==> config.mk <==
export PLATFORM = sky130hd
export DESIGN_NAME = ustr_core
export DESIGN_NICKNAME = d
export VERILOG_FILES = /design/src/core/ustr_core.v
export VERILOG_INCLUDE_DIRS = /design/src /design/src/core
export SDC_FILE = /design/constraint.sdc
export NUM_CORES = 1
export LEC_CHECK = 0
export ABC_AREA = 1
export CAP_MARGIN = 20
export CORE_ASPECT_RATIO = 0.75
export CORE_MARGIN = 5
export CORE_UTILIZATION = 65
export DETAILED_ROUTE_END_ITERATION = 16
export DONT_BUFFER_PORTS = 1
export GPL_ROUTABILITY_DRIVEN = 0
export HOLD_SLACK_MARGIN = 0.12
export PLACE_DENSITY = 0.81
export SLEW_MARGIN = 10
export SYNTH_ARGS = -nofsm -noshare
export SYNTH_HDL_FRONTEND = slang
export SYNTH_SLANG_ARGS = --single-unit
export TNS_END_PERCENT = 30
==> constraint.sdc <==
create_clock -name clk -period 6.84 [get_ports clk]
set_input_delay 1.026 -clock clk [delete_from_list [all_inputs] [get_ports clk]]
set_output_delay 1.026 -clock clk [all_outputs]
set_load 0.02 [all_outputs]
==> src/core/ustr_consts.vh <==
// Purpose: Constants for the serial port transmit/receive data path
// Assumes: 100 MHz clk, register port with one-cycle read latency
// Notes: Offsets are word indices on the plain register port
//
// Contract
// [RULE1] Buffer-empty flag high while transmit buffer empty, low while data waits.
// [RULE2] Buffer-empty interrupt requested as a level while enabled and flag set.
// [RULE3] Writing the data port clears the buffer-empty flag.
// [RULE4] Done flag sets when frame has left and no data waits.
// [RULE5] Done flag clears on interrupt service or on a written one.
// [RULE6] Done interrupt raised when done flag sets and its enable is set.
// [RULE7] Software writes zero into the buffer-empty flag position.
// [RULE8] With parity enabled, parity bit goes after data, before first stop.
// [RULE9] Transmitter disable takes effect only once shifter and buffer are empty.
// [RULE10] Receive enable claims the serial input pin for the receiver.
// [RULE11] Receiver starts on valid start bit, samples each bit at bit rate.
// [RULE12] Receiver ignores second stop bit; frame ends at first stop.
// [RULE13] On first stop bit the shifted frame moves into the receive buffer.
// [RULE14] Unused upper bits of short characters read as zero.
// [RULE15] Software reads ninth bit and status before the data port.
// [RULE16] Reading the data port advances the FIFO with its stored status.
// [RULE17] Software writes the transmit ninth bit before the low byte.
// [RULE18] Parity is xor of data bits, inverted for odd parity.
// [RULE19] Frame opens with low start bit, data least significant first.
// [RULE20] Receive-ready flag reads one while unread data exist.
// [RULE21] Enabled idle transmitter drives the output high.
`ifndef USTR_CONSTS_VH
`define USTR_CONSTS_VH
`define USTR_ADDR_W 2
`define USTR_A_DATA 2'h0
`define USTR_A_STATA 2'h1
`define USTR_A_CTRLB 2'h2
`define USTR_A_CTRLC 2'h3
// Status A bit positions
`define USTR_B_RXC 7
`define USTR_B_TXC 6
`define USTR_B_UDRE 5
`define USTR_B_FE 4
`define USTR_B_DOR 3
`define USTR_B_PE 2
// Control B bit positions
`define USTR_B_RXCIE 7
`define USTR_B_TXCIE 6
`define USTR_B_UDRIE 5
`define USTR_B_RXEN 4
`define USTR_B_TX_ENABLE_BIT 3
`define USTR_B_TX_NINTH_BIT 0
`define USTR_B_RXB8 1
// Control C fields: [2:0] size, [4] parity enable, [3] odd, [5] sync
`define USTR_B_PEN 4
`define USTR_B_PODD 3
`define USTR_B_SYNC 5
`define USTR_SZ_9 3'h7
// Sizing (one sample per bit, no oversampling): clock cycles per bit, divider width, receive FIFO depth
`define USTR_DIV_DEF 16'h0364
`define USTR_DIV_W 16
`define USTR_RXF_DEPTH 2
`endif

==> src/core/ustr_core.v <==
// Purpose: Serial port transmit and receive data path with flags
// Assumes: Inputs synchronous to clk; bit period set by parameter
// Notes: Receive FIFO holds two characters plus the shift register
`timescale 1ns/1ps
`default_nettype none
`include "ustr_consts.vh"
module ustr_core #(
  parameter [`USTR_DIV_W-1:0] BIT_CYC = `USTR_DIV_DEF
) (
  // Clock and reset
  input wire clk,
  input wire rst_n,
  // Register port
  input wire [`USTR_ADDR_W-1:0] addr,
  input wire [7:0] wdata,
  input wire wr_en,
  input wire rd_en,
  output reg [7:0] rdata,
  // Interrupt service
  input wire glob_irq_en,
  input wire txc_irq_ack,
  output reg udre_irq,
  output reg txc_irq,
  output reg rxc_irq,
  // Serial pins
  input wire serial_in_pin,
  input wire sync_xfer_clock_pin,
  output reg serial_out_pin,
  output reg serial_out_oe_n,
  output reg serial_in_claim
);
  localparam TX_IDLE = 2'h0;
  localparam TX_SHIFT = 2'h1;
  localparam RX_IDLE = 2'h0;
  localparam RX_START = 2'h1;
  localparam RX_BITS = 2'h2;
  localparam [`USTR_DIV_W-1:0] HALF = BIT_CYC >> 1;

  reg [7:0] ctrl_b_r, ctrl_c_r, txbuf_r;
  reg tx_buffer_empty_flag, tx_done_flag, txbuf_b8_r;
  reg [1:0] tx_st_r, rx_st_r;
  reg [11:0] tx_sh_r;
  reg [3:0] tx_cnt_r, rx_cnt_r;
  reg [`USTR_DIV_W-1:0] tx_div_r, rx_div_r;
  reg [9:0] rx_sh_r;
  reg rx_par_r, xck_d_r, ovr_pend_r;
  // FIFO entries: {pe, dor, fe, b8, data[7:0]}
  reg [11:0] rxf_r [0:`USTR_RXF_DEPTH-1];
  reg [1:0] rxf_cnt_r;
  reg rxf_rp_r, rxf_wp_r;

  wire [2:0] csz = ctrl_c_r[2:0];
  // Sum kept four bits wide so eight data bits do not wrap to zero
  wire [3:0] nbits = (csz == `USTR_SZ_9) ? 4'h9 : (4'h5 + {2'h0, csz[1:0]});
  wire pen = ctrl_c_r[`USTR_B_PEN];
  wire podd = ctrl_c_r[`USTR_B_PODD];
  wire sync_mode = ctrl_c_r[`USTR_B_SYNC];
  wire tx_enable_bit = ctrl_b_r[`USTR_B_TX_ENABLE_BIT];
  wire rxen = ctrl_b_r[`USTR_B_RXEN];
  wire [8:0] tx_word = {txbuf_b8_r, txbuf_r};
  wire [8:0] tx_mask = (9'h1ff >> (4'h9 - nbits));
  wire tx_par = (^(tx_word & tx_mask)) ^ podd; // RULE18
  wire xck_rise = sync_xfer_clock_pin & ~xck_d_r;
  wire tx_tick = sync_mode ? xck_rise : (tx_div_r == 16'h0000);
  wire rx_tick = sync_mode ? xck_rise : (rx_div_r == 16'h0000);
  wire data_wr = wr_en & (addr == `USTR_A_DATA);
  wire data_rd = rd_en & (addr == `USTR_A_DATA);
  // Pending data still goes out after a disable while the pin is owned
  wire tx_load = (tx_st_r == TX_IDLE) & ~tx_buffer_empty_flag & (tx_enable_bit | ~serial_out_oe_n); // RULE9
  wire tx_last = (tx_st_r == TX_SHIFT) & tx_tick & (tx_cnt_r == 4'h0);
  wire rx_done = (rx_st_r == RX_BITS) & rx_tick & (rx_cnt_r == 4'h0);
  wire rx_pop = data_rd & (rxf_cnt_r != 2'h0);
  wire rx_push = rx_done & (rxf_cnt_r != 2'h2 || rx_pop);
  wire [11:0] rxf_head = rxf_r[rxf_rp_r];
  wire [3:0] rx_pbit_pos = nbits;
  wire [9:0] rx_al = rx_sh_r >> (4'ha - nbits - {3'h0, pen});
  wire [8:0] rx_data = rx_al[8:0] & tx_mask; // RULE14
  wire rx_pe_calc = pen & ((^rx_data) ^ podd ^ rx_al[rx_pbit_pos]); // RULE18
  wire rx_fe = ~serial_in_pin;
  wire [2:0] rxf_cnt3 = {1'b0, rxf_cnt_r};

  // Control registers and transmit buffer writes
  always @(posedge clk) begin
    if (!rst_n) begin
      ctrl_b_r <= 8'h00;
      ctrl_c_r <= 8'h03;
      txbuf_r <= 8'h00;
      txbuf_b8_r <= 1'b0;
    end else begin
      if (wr_en && addr == `USTR_A_CTRLB)
        ctrl_b_r <= {wdata[7:2], 1'b0, wdata[0]};
      if (wr_en && addr == `USTR_A_CTRLC)
        ctrl_c_r <= wdata;
      if (data_wr) begin
        txbuf_r <= wdata;
        txbuf_b8_r <= ctrl_b_r[`USTR_B_TX_NINTH_BIT]; // RULE17
      end
    end
  end

  // Buffer-empty and done flags; data write clear wins over empty set, done set wins over clear
  always @(posedge clk) begin
    if (!rst_n) begin
      tx_buffer_empty_flag <= 1'b1;
      tx_done_flag <= 1'b0;
    end else begin
      if (data_wr)
        tx_buffer_empty_flag <= 1'b0; // RULE3
      else if (tx_load)
        tx_buffer_empty_flag <= 1'b1; // RULE1
      if (tx_last && tx_buffer_empty_flag && !data_wr)
        tx_done_flag <= 1'b1; // RULE4
      else if (txc_irq_ack || (wr_en && addr == `USTR_A_STATA && wdata[`USTR_B_TXC]))
        tx_done_flag <= 1'b0; // RULE5
    end
  end

  // Transmit shifter: start, data LSB first, optional parity, stop bits
  always @(posedge clk) begin
    if (!rst_n) begin
      tx_st_r <= TX_IDLE;
      tx_sh_r <= 12'hfff;
      tx_cnt_r <= 4'h0;
      tx_div_r <= 16'h0000;
      serial_out_pin <= 1'b0;
    end else begin
      tx_div_r <= (tx_div_r == 16'h0000) ? BIT_CYC - 16'h0001 : tx_div_r - 16'h0001;
      case (tx_st_r)
        TX_IDLE: begin
          tx_sh_r <= 12'hfff; // RULE21
          if (tx_load) begin
            // RULE8 RULE19
            tx_sh_r <= ({3'h7, tx_word} & {3'h7, tx_mask}) | ~{3'h0, tx_mask};
            if (pen)
              tx_sh_r[nbits] <= tx_par;
            tx_sh_r <= ((({2'h3, 1'b1, tx_word & tx_mask}
              | ({12'h000} | ~{3'h7, tx_mask}))
              & ~(pen ? (12'h001 << nbits) : 12'h000))
              | ((pen && tx_par) ? (12'h001 << nbits) : 12'h000));
            tx_cnt_r <= nbits + {3'h0, pen} + {3'h0, ctrl_c_r[6]} + 4'h1;
            tx_div_r <= BIT_CYC - 16'h0001;
            tx_st_r <= TX_SHIFT;
            serial_out_pin <= 1'b0; // start bit
          end
        end
        TX_SHIFT: begin
          if (tx_tick) begin
            if (tx_cnt_r == 4'h0)
              tx_st_r <= TX_IDLE;
            else begin
              tx_cnt_r <= tx_cnt_r - 4'h1;
              serial_out_pin <= tx_sh_r[0];
              tx_sh_r <= {1'b1, tx_sh_r[11:1]};
            end
          end
        end
        default: tx_st_r <= TX_IDLE;
      endcase
      if (tx_st_r == TX_IDLE && !tx_load)
        serial_out_pin <= 1'b1; // RULE21
    end
  end

  // Pin ownership: disable waits for shifter and buffer to drain
  always @(posedge clk) begin
    if (!rst_n) begin
      serial_out_oe_n <= 1'b1;
      serial_in_claim <= 1'b0;
    end else begin
      if (tx_enable_bit)
        serial_out_oe_n <= 1'b0;
      else if (tx_st_r == TX_IDLE && tx_buffer_empty_flag)
        serial_out_oe_n <= 1'b1; // RULE9
      serial_in_claim <= rxen; // RULE10
    end
  end

  // Receiver: start detect, mid-bit sampling, stop at first stop bit
  always @(posedge clk) begin
    if (!rst_n) begin
      rx_st_r <= RX_IDLE;
      rx_sh_r <= 10'h000;
      rx_cnt_r <= 4'h0;
      rx_div_r <= 16'h0000;
      xck_d_r <= 1'b0;
      rx_par_r <= 1'b0;
    end else begin
      xck_d_r <= sync_xfer_clock_pin;
      rx_div_r <= (rx_div_r == 16'h0000) ? BIT_CYC - 16'h0001 : rx_div_r - 16'h0001;
      case (rx_st_r)
        RX_IDLE: begin
          if (rxen && !serial_in_pin) begin // RULE11
            rx_st_r <= sync_mode ? RX_BITS : RX_START;
            rx_div_r <= HALF;
            rx_cnt_r <= nbits + {3'h0, pen};
          end
        end
        RX_START: begin
          if (rx_tick)
            rx_st_r <= serial_in_pin ? RX_IDLE : RX_BITS; // false start rejected
        end
        RX_BITS: begin
          if (rx_tick) begin
            if (rx_cnt_r == 4'h0)
              rx_st_r <= RX_IDLE; // RULE12
            else begin
              rx_sh_r <= {serial_in_pin, rx_sh_r[9:1]}; // RULE11
              rx_cnt_r <= rx_cnt_r - 4'h1;
            end
          end
        end
        default: rx_st_r <= RX_IDLE;
      endcase
      if (!rxen)
        rx_st_r <= RX_IDLE;
    end
  end

  // Receive FIFO with per-entry status
  always @(posedge clk) begin
    if (!rst_n || !rxen) begin
      rxf_cnt_r <= 2'h0;
      rxf_rp_r <= 1'b0;
      rxf_wp_r <= 1'b0;
      ovr_pend_r <= 1'b0;
    end else begin
      if (rx_push) begin
        // RULE13
        rxf_r[rxf_wp_r] <= {rx_pe_calc, ovr_pend_r, rx_fe, rx_data};
        rxf_wp_r <= ~rxf_wp_r;
        ovr_pend_r <= 1'b0;
      end else if (rx_done)
        ovr_pend_r <= 1'b1; // frame lost, flag rides on next stored
      if (rx_pop)
        rxf_rp_r <= ~rxf_rp_r; // RULE16
      rxf_cnt_r <= rxf_cnt3[1:0] + {1'b0, rx_push} - {1'b0, rx_pop};
    end
  end

  // Read data, one cycle after the strobe
  always @(posedge clk) begin
    if (!rst_n) begin
      rdata <= 8'h00;
    end else if (rd_en) begin
      case (addr)
        `USTR_A_DATA: rdata <= (rxf_cnt_r != 2'h0) ? rxf_head[7:0] : 8'h00;
        `USTR_A_STATA: rdata <= {rxf_cnt_r != 2'h0, tx_done_flag, tx_buffer_empty_flag,
          rxf_head[9], rxf_head[10], rxf_head[11] & pen, 2'h0}; // RULE20
        `USTR_A_CTRLB: rdata <= {ctrl_b_r[7:2], rxf_head[8], ctrl_b_r[0]};
        `USTR_A_CTRLC: rdata <= ctrl_c_r;
        default: rdata <= 8'h00;
      endcase
    end else
      rdata <= 8'h00;
  end

  // Interrupt requests
  always @(posedge clk) begin
    if (!rst_n) begin
      udre_irq <= 1'b0;
      txc_irq <= 1'b0;
      rxc_irq <= 1'b0;
    end else begin
      udre_irq <= glob_irq_en & ctrl_b_r[`USTR_B_UDRIE] & tx_buffer_empty_flag; // RULE2
      txc_irq <= glob_irq_en & ctrl_b_r[`USTR_B_TXCIE] & tx_done_flag & ~txc_irq_ack; // RULE6
      rxc_irq <= glob_irq_en & ctrl_b_r[`USTR_B_RXCIE] & (rxf_cnt_r != 2'h0);
    end
  end
endmodule // ustr_core
`default_nettype wire

==> results of run 1 <==
-- placed cells by master, fill, tap and decap left out, drive strengths merged, types with 12 or more instances in the layout --
cell | Yosys | final
dfxtp | 112 | 112
edfxtp | 24 | 24
a21oi | 68 | 68
o21ai | 66 | 66
nand2 | 262 | 262
ha | 15 | 15
xor2 | 19 | 19
nor2 | 136 | 136
clkbuf | 14 | 22
inv | 137 | 139
nor3 | 15 | 15
nand3 | 69 | 69
xnor2 | 12 | 12
-- cell families after synthesis --
family	after synthesis
adder cells (fa/ha/maj)	17
AO/OA/AOI/OAI	161
flip-flops	136
XOR/XNOR	31
multiplexers	2
buffers and inverters	160
AND/OR/NAND/NOR	496
-- cell type report --
cell class / instances / area (um^2) / share of cell area [%]
multi-input cells: 707 / 3560 / 45.5
flip-flops and latches: 136 / 2960 / 37.8
inverters: 139 / 522 / 6.66
clock buffers: 22 / 465 / 5.94
well taps: 140 / 175 / 2.23
clock inverters: 10 / 141 / 1.80
repair buffers: 1 / 7.51 / 0.0958
-- final timing paths --
check / from / endpoint / slack (ns) / cells after the start
worst max-delay path: ctrl_c_r[0] / rxf_r[0][11] / 3.24 / 19
worst max register to register: ctrl_c_r[0] / rxf_r[0][11] / 3.24 / 19
worst min register to register: ctrl_b_r[2] / ctrl_b_r[2] / 0.45 / 2
worst min-delay path: ctrl_b_r[2] / ctrl_b_r[2] / 0.45 / 2
-- critical path: cells and delay by family, from the launching register on --
kind,cells,cell delay (ns)
AND/OR/NAND/NOR,13,1.19
adder cells (fa/ha/maj),2,0.86
buffers and inverters,2,0.49
AO/OA/AOI/OAI,2,0.46
flip-flops,1,0.35
-- state kept, by name, summed over array words and instances (netlist names), 2 cells and up, named ones only --
register and cells:
rxf_r 24, ctrl_b_r 7, tx_cnt_r 4, rx_div_r 16
txbuf_r 8, rx_cnt_r 4, rx_sh_r 10, rxf_cnt_r 2
tx_sh_r 12, tx_div_r 16, rx_st_r 2, ctrl_c_r 8
rdata 8
-- through the flow --
step           util [%]  power, W  instances  setup slack, ns
3_5_place_dp       66.6   0.00166       1123             3.33
6_report           72.2   0.00260       1155             3.24
5_1_grt            72.2   0.00275       1155             2.90
2_1_floorplan         -   0.00154       1003             3.79
4_1_cts            72.2   0.00260       1155             3.32
3_3_place_gp       66.6   0.00165       1123             3.43
-- where the power goes --
group	internal, W	switching (W)	total [W]
registers	0.000910	0.0000813	0.000992
logic	0.000244	0.000424	0.000668
clock network	0.000597	0.000342	0.000939
-- routing by layer --
| layer | share of wire, % | vias to the layer above |
|---|---|---|
| met2 | 42 | 264 |
| li1 | - | 3231 |
| met5 | 0 | - |
| met1 | 48 | 2862 |
| met3 | 8.7 | 25 |
| met4 | 1.7 | 0 |
==> summary.md, run 1 <==
| Metric | Value |
|---|---|
| Area leader, netlist | dfxtp_1 |
| Drt total wl | 16900 um |
| Most instantiated library cell after synthesis | nand2_1 |
| Grt ovf | 0 |
| PwrDens | 331 nW/um^2 |
| WHS | 0.453 ns |
| Critical path arrival | 3.76 ns |
| Grt met1 use | 39.6% |
| Final Slew Violations | 0 |
| Post-synthesis mux area share | 0.280% |
| TritonCTS Buffers | 17 |
| Post-layout net count | 1037 |
| Worst-path fanout max | 14 |
| Data required, critical path | 7.00 ns |
| Adder-Cell Fraction of Synth Area | 3.19% |
| CP Launch Type | flip-flop |
| Design area | 7840 um^2 |
| Post-CTS resize count | 0 |
| Synth Area in XOR/XNOR | 3.80% |
| #FFs+latches synth | 136 |
| Final Cycle Share | 52.7% |
| Die area | 13200 um^2 |
| Area growth syn-to-layout | 9.64% |
| Die W | 131 um |
| Worst Hold Class | flip-flop to flip-flop |
| Vert. Die Dim | 101 um |
| Clk sinks | 136 |
| Area share of the largest cell type after synthesis | 31.4% |
| Yosys warnings | 0 |
| Status | complete, no violations |
| Ports | 32 |
| Number of enable flip-flop cells after synthesis | 24 |
| RSZ-0062 raised after global routing | false |
| Asr flop ratio synth | 0% |
| Syn avg cell area | 7.13 um^2 |
| Initial detailed-routing violation count | 646 |
| CP max stage delay | 0.58 ns |
| F_max | 278 MHz |
| DP Area | 7230 um^2 |
| CTS tree | built |
| First-pass GRT wire length | 28100 um |
| Complex-gate fraction of the synthesized area | 12.7% |
| Maxcap violations | 0 |
| Final Hold Viols | 0 |
| Vias | 6382 |
| Static Leak | 3.51 nW |
| Layout cells sized above 1 | 7.29% |
| Ant. Diodes | 0 |
| Total nets after synthesis | 1038 |
| Mapped Area | 7150 um^2 |
| Fin Clk Skew | 0.00795 ns |
| DRT antenna net count | 0 |
| Syn Inst Count | 1003 |
| Wire length per cell | 14.7 um |
| Max H-tree Level | 4 |
| Setup TNS Final | 0 ns |
| Placed wire-length estimate | 12200 um |
| Largest net degree at the start of global routing | 52 |
| CP max stage cell | fa_1 |
| Initial antenna violation count | 1 |
| GR peak layer | met1 |
| Drt first pass iters | 5 |
| # rows | 33 |
| Total GRT Usage | 26.8% |
| Distinct cell type count after synthesis | 52 |
| Initial Utilization | 65.8% |
| Hold_buf cts | 0 |
| Vias/cell | 5.53 |
| Crit path cell chain | ha_1, a21oi_2, inv_2, nor2_1, fa_1, inv_1, nand3_1, o21ai_1, nand2_1, nor2_2, nand2_1, nand2_1, nand2_1, nand2_1, nand2_1, nand2_1, nand2_1, nand2_1, nor2_1 |
| Largest family of logic cells by synthesized area | simple AND/OR/NAND/NOR gates |
| Tightest Pin Transition | 1.02 ns |
| Met2 usage | 37.7% |
| Clock-pin slew on the worst setup and hold paths | 0.06 ns |
| DR DRC count | 0 |
| Number of setup buffers added after CTS | 0 |
| CP Capture Type | flip-flop |
| Predominant post-synthesis flop cell | dfxtp_1 |
| Clk buf depth | 2 |
| Vias in the first global route | 5686 |
| Port Buffer Count | 0 |
| Dominant cells by area after synthesis | dfxtp_1 (31%), nand2_1 (13%), edfxtp_1 (10%) |
| Setup Crit Path Kind | flip-flop to flip-flop |
| Post-layout min period | 3.60 ns |
| Post-synthesis sequential area ratio | 41.4% |
| Met3 Use GR | 7.63% |
| Worst path most repeated cell | nand2_1 |
| Root buffer cell | clkbuf_16 |
| Core ar. | 10900 um^2 |
| Simple-gate area share of the yosys netlist | 29.9% |
| VDD IR-drop max | 0.000260 V |
| Top post-synthesis cells by count | nand2_1 (252), nor2_1 (129), inv_1 (125) |
| Slew HR | 31.4% |
| Layout fillers | 887 |
| Final setup vio count | 0 |
| Worst-skew pair later-pin latency | 0.41 ns |
Power figures use the tool's default switching activity.
==> run 2, diff against run 1 <==
Settings changed: CORE_UTILIZATION 65 to 58, PLACE_DENSITY 0.81 to 0.76.
Clock period 6.84 ns to 2.95 ns, I/O delays scaled along.
==> run 2 against run 1 <==
Against the previous run:
- final cell count is 4.6% higher
- maximum frequency increased by 30%
- sequential share of layout area decreased by 1.4 points
- final area up 3.9%
- global-route usage fell by 2.5 points
- flip-flop and latch count is the same
- register-to-register slack worse by 3.1 ns
- largest power group unchanged
- core utilization decreased by 5.3 points
- critical path depth unchanged
- critical path type unchanged
- via count increased by 1.3%
- hold slack lost 0.31 ns
- first-iteration DRC count grew 9.0%
==> summary.md, run 2 (synthesis results as in run 1) <==
| Metric | Value |
|---|---|
| Status | complete, no violations |
| Total GRT Usage | 24.3% (-2.5 points) |
| Clock-pin slew on the worst setup and hold paths | 0.06 ns (about the same) |
| Vias in the first global route | 5943 (+4.5%) |
| Largest register FFs | 24 (unchanged) |
| Ant. Diodes | 0 (unchanged) |
| DR DRC count | 0 (unchanged) |
| Slew HR | 62.8% (+31 points) |
| Max H-tree Level | 4 (unchanged) |
| Largest Register | rxf_r |
| PwrDens | 740 nW/um^2 (+120%) |
| Area occupied by multi-input gates | 3620 um^2 (+1.7%) |
| Final Cycle Share | 94.3% (+42 points) |
| Worst Hold Class | input pin to flip-flop |
| Clk sinks | 136 (unchanged) |
| Clk buf depth | 2 (unchanged) |
| Layout fillers | 1045 (+18%) |
| VDD IR-drop max | 0.000500 V (+93%) |
| DRT antenna net count | 0 (unchanged) |
| Layout Utilization | 66.9% (-5.3 points) |
| Static Leak | 3.64 nW (+3.7%) |
| Initial detailed-routing violation count | 704 (+9.0%) |
| Largest net degree at the start of global routing | 50 (-3.8%) |
| Die W | 138 um (+5.4%) |
| Area growth syn-to-layout | 13.9% |
| Commonest non-fill, non-tap cell in the layout | nand2_1 |
| F_max | 360 MHz (+30%) |
| Register area | 2970 um^2 (about the same) |
| Setup Crit Path Kind | flip-flop to flip-flop |
| Most frequent cells in the layout | nand2_1 (249), nor2_1 (127), inv_1 (123), dfxtp_1 (110), a21oi_1 (65) |
| Worst-path fanout max | 7 (-7) |
| Root buffer cell | clkbuf_16 |
| Setup TNS Final | 0 ns (unchanged) |
| Placed wire-length estimate | 12300 um (+1.2%) |
| Data required, critical path | 3.12 ns (-3.88 ns) |
| CTS tree | built |
| Die area | 14700 um^2 (+11%) |
| Port Buffer Count | 0 (unchanged) |
| Layout cells sized above 1 | 11.1% (+3.8 points) |
| Post-layout net count | 1064 (+2.6%) |
| First-pass GRT wire length | 29000 um (+3.2%) |
| Vias/cell | 5.35 (-3.1%) |
| Initial Utilization | 58.7% (-7.1 points) |
| Top Registers | rxf_r x24, rx_div_r x16, tx_div_r x16 |
| Initial antenna violation count | 0 (-1) |
| Final Slew Violations | 0 (unchanged) |
| Fin Clk Skew | 0.00962 ns (+0.00168 ns) |
| Vert. Die Dim | 106 um (+5.3%) |
| CP Launch Type | flip-flop |
| Grt ovf | 0 (unchanged) |
| TritonCTS Buffers | 17 (unchanged) |
| Drt first pass iters | 5 (unchanged) |
| Vias | 6467 (+1.3%) |
| Ports | 32 (unchanged) |
| Tightest Pin Transition | 0.557 ns (-0.466 ns) |
| Final Hold Viols | 0 (unchanged) |
| Power consumption | 0.00602 W (+130%) |
| Final setup vio count | 0 (unchanged) |
| Core ar. | 12200 um^2 (+12%) |
| CP Capture Type | flip-flop |
| Maxcap violations | 0 (unchanged) |
| Wire length per cell | 14.4 um (-1.7%) |
| Post-layout min period | 2.78 ns (-0.822 ns) |
| # rows | 35 (+6.1%) |
| Drt total wl | 17400 um (+2.8%) |
| Critical path arrival | 2.95 ns (-0.81 ns) |
| Worst-skew pair later-pin latency | 0.42 ns (about the same) |
run 2: per-layer routing:
metal,global-route usage [%],vias to the layer above,share of wire [%]
met2,36.1,252,42
met4,8.82,0,2.2
met1,34.8,2894,47
met5,0,-,0
li1,-,3290,-
met3,5.53,31,8.9
run 2: power by group:
part	total, W	leakage [nW]	internal (W)	switching [W]
registers	0.00230	1.14	0.00211	0.000185
logic	0.00165	2.22	0.000634	0.00101
clock network	0.00208	0.282	0.00126	0.000819
total	0.00602	3.64	0.00401	0.00202
run 2: area by class of cell:
type                            count  share of cell area, %
Clock inverter                     12                   1.38
Inverter                          139                   6.44
Tap cell                          166                   2.55
Timing Repair Buffer               28                   2.84
Sequential cell                   136                   36.4
Multi-Input combinational cell    707                   44.5
Clock buffer                       20                   5.87
run 2: what timing repair did:
item / CTS / global route
hold endpoints to repair: 5 / 0
gates resized for setup: 0 / 20
hold buffers: 3 / 0
endpoints found under the setup margin: 0 / 2
setup buffers: 0 / 3
run 2: critical path: stages (launching register included):
cell and delay, ns:
dfxtp_2 0.37, ha_4 0.16, a21oi_4 0.05, inv_2 0.09
nor2_4 0.04, fa_2 0.64, inv_4 0.07, buf_4 0.16
nand2_1 0.07, nand2_1 0.06, nand2_2 0.07, nand3_1 0.08
nand3_1 0.08, nor2_1 0.04, nor2_1 0.19, nand3_1 0.10
nand2_1 0.10, nand2_1 0.06, nand2_1 0.06, nor2_1 0.05
run 2: metrics by stage:
stage               cells  setup WS [ns]  cell area (um^2)  hold slack [ns]
floorplan            1003          0.134              7150            0.419
global placement     1169          0.126              7430            0.430
detailed placement   1169         0.0750              7430            0.436
CTS                  1204         0.0410              8050            0.128
global route         1208       -0.00232              8140            0.142
finish               1208          0.169              8140            0.146
run 2: worst paths after layout:
check             cells after the start        start  slack (ns)           end
hold / removal                        2        rst_n        0.15       xck_d_r
setup reg to reg                     19  ctrl_c_r[0]        0.17  rxf_r[0][11]
hold reg to reg                       2   rx_sh_r[0]        0.46    rx_sh_r[0]
setup / recovery                     19  ctrl_c_r[0]        0.17  rxf_r[0][11]
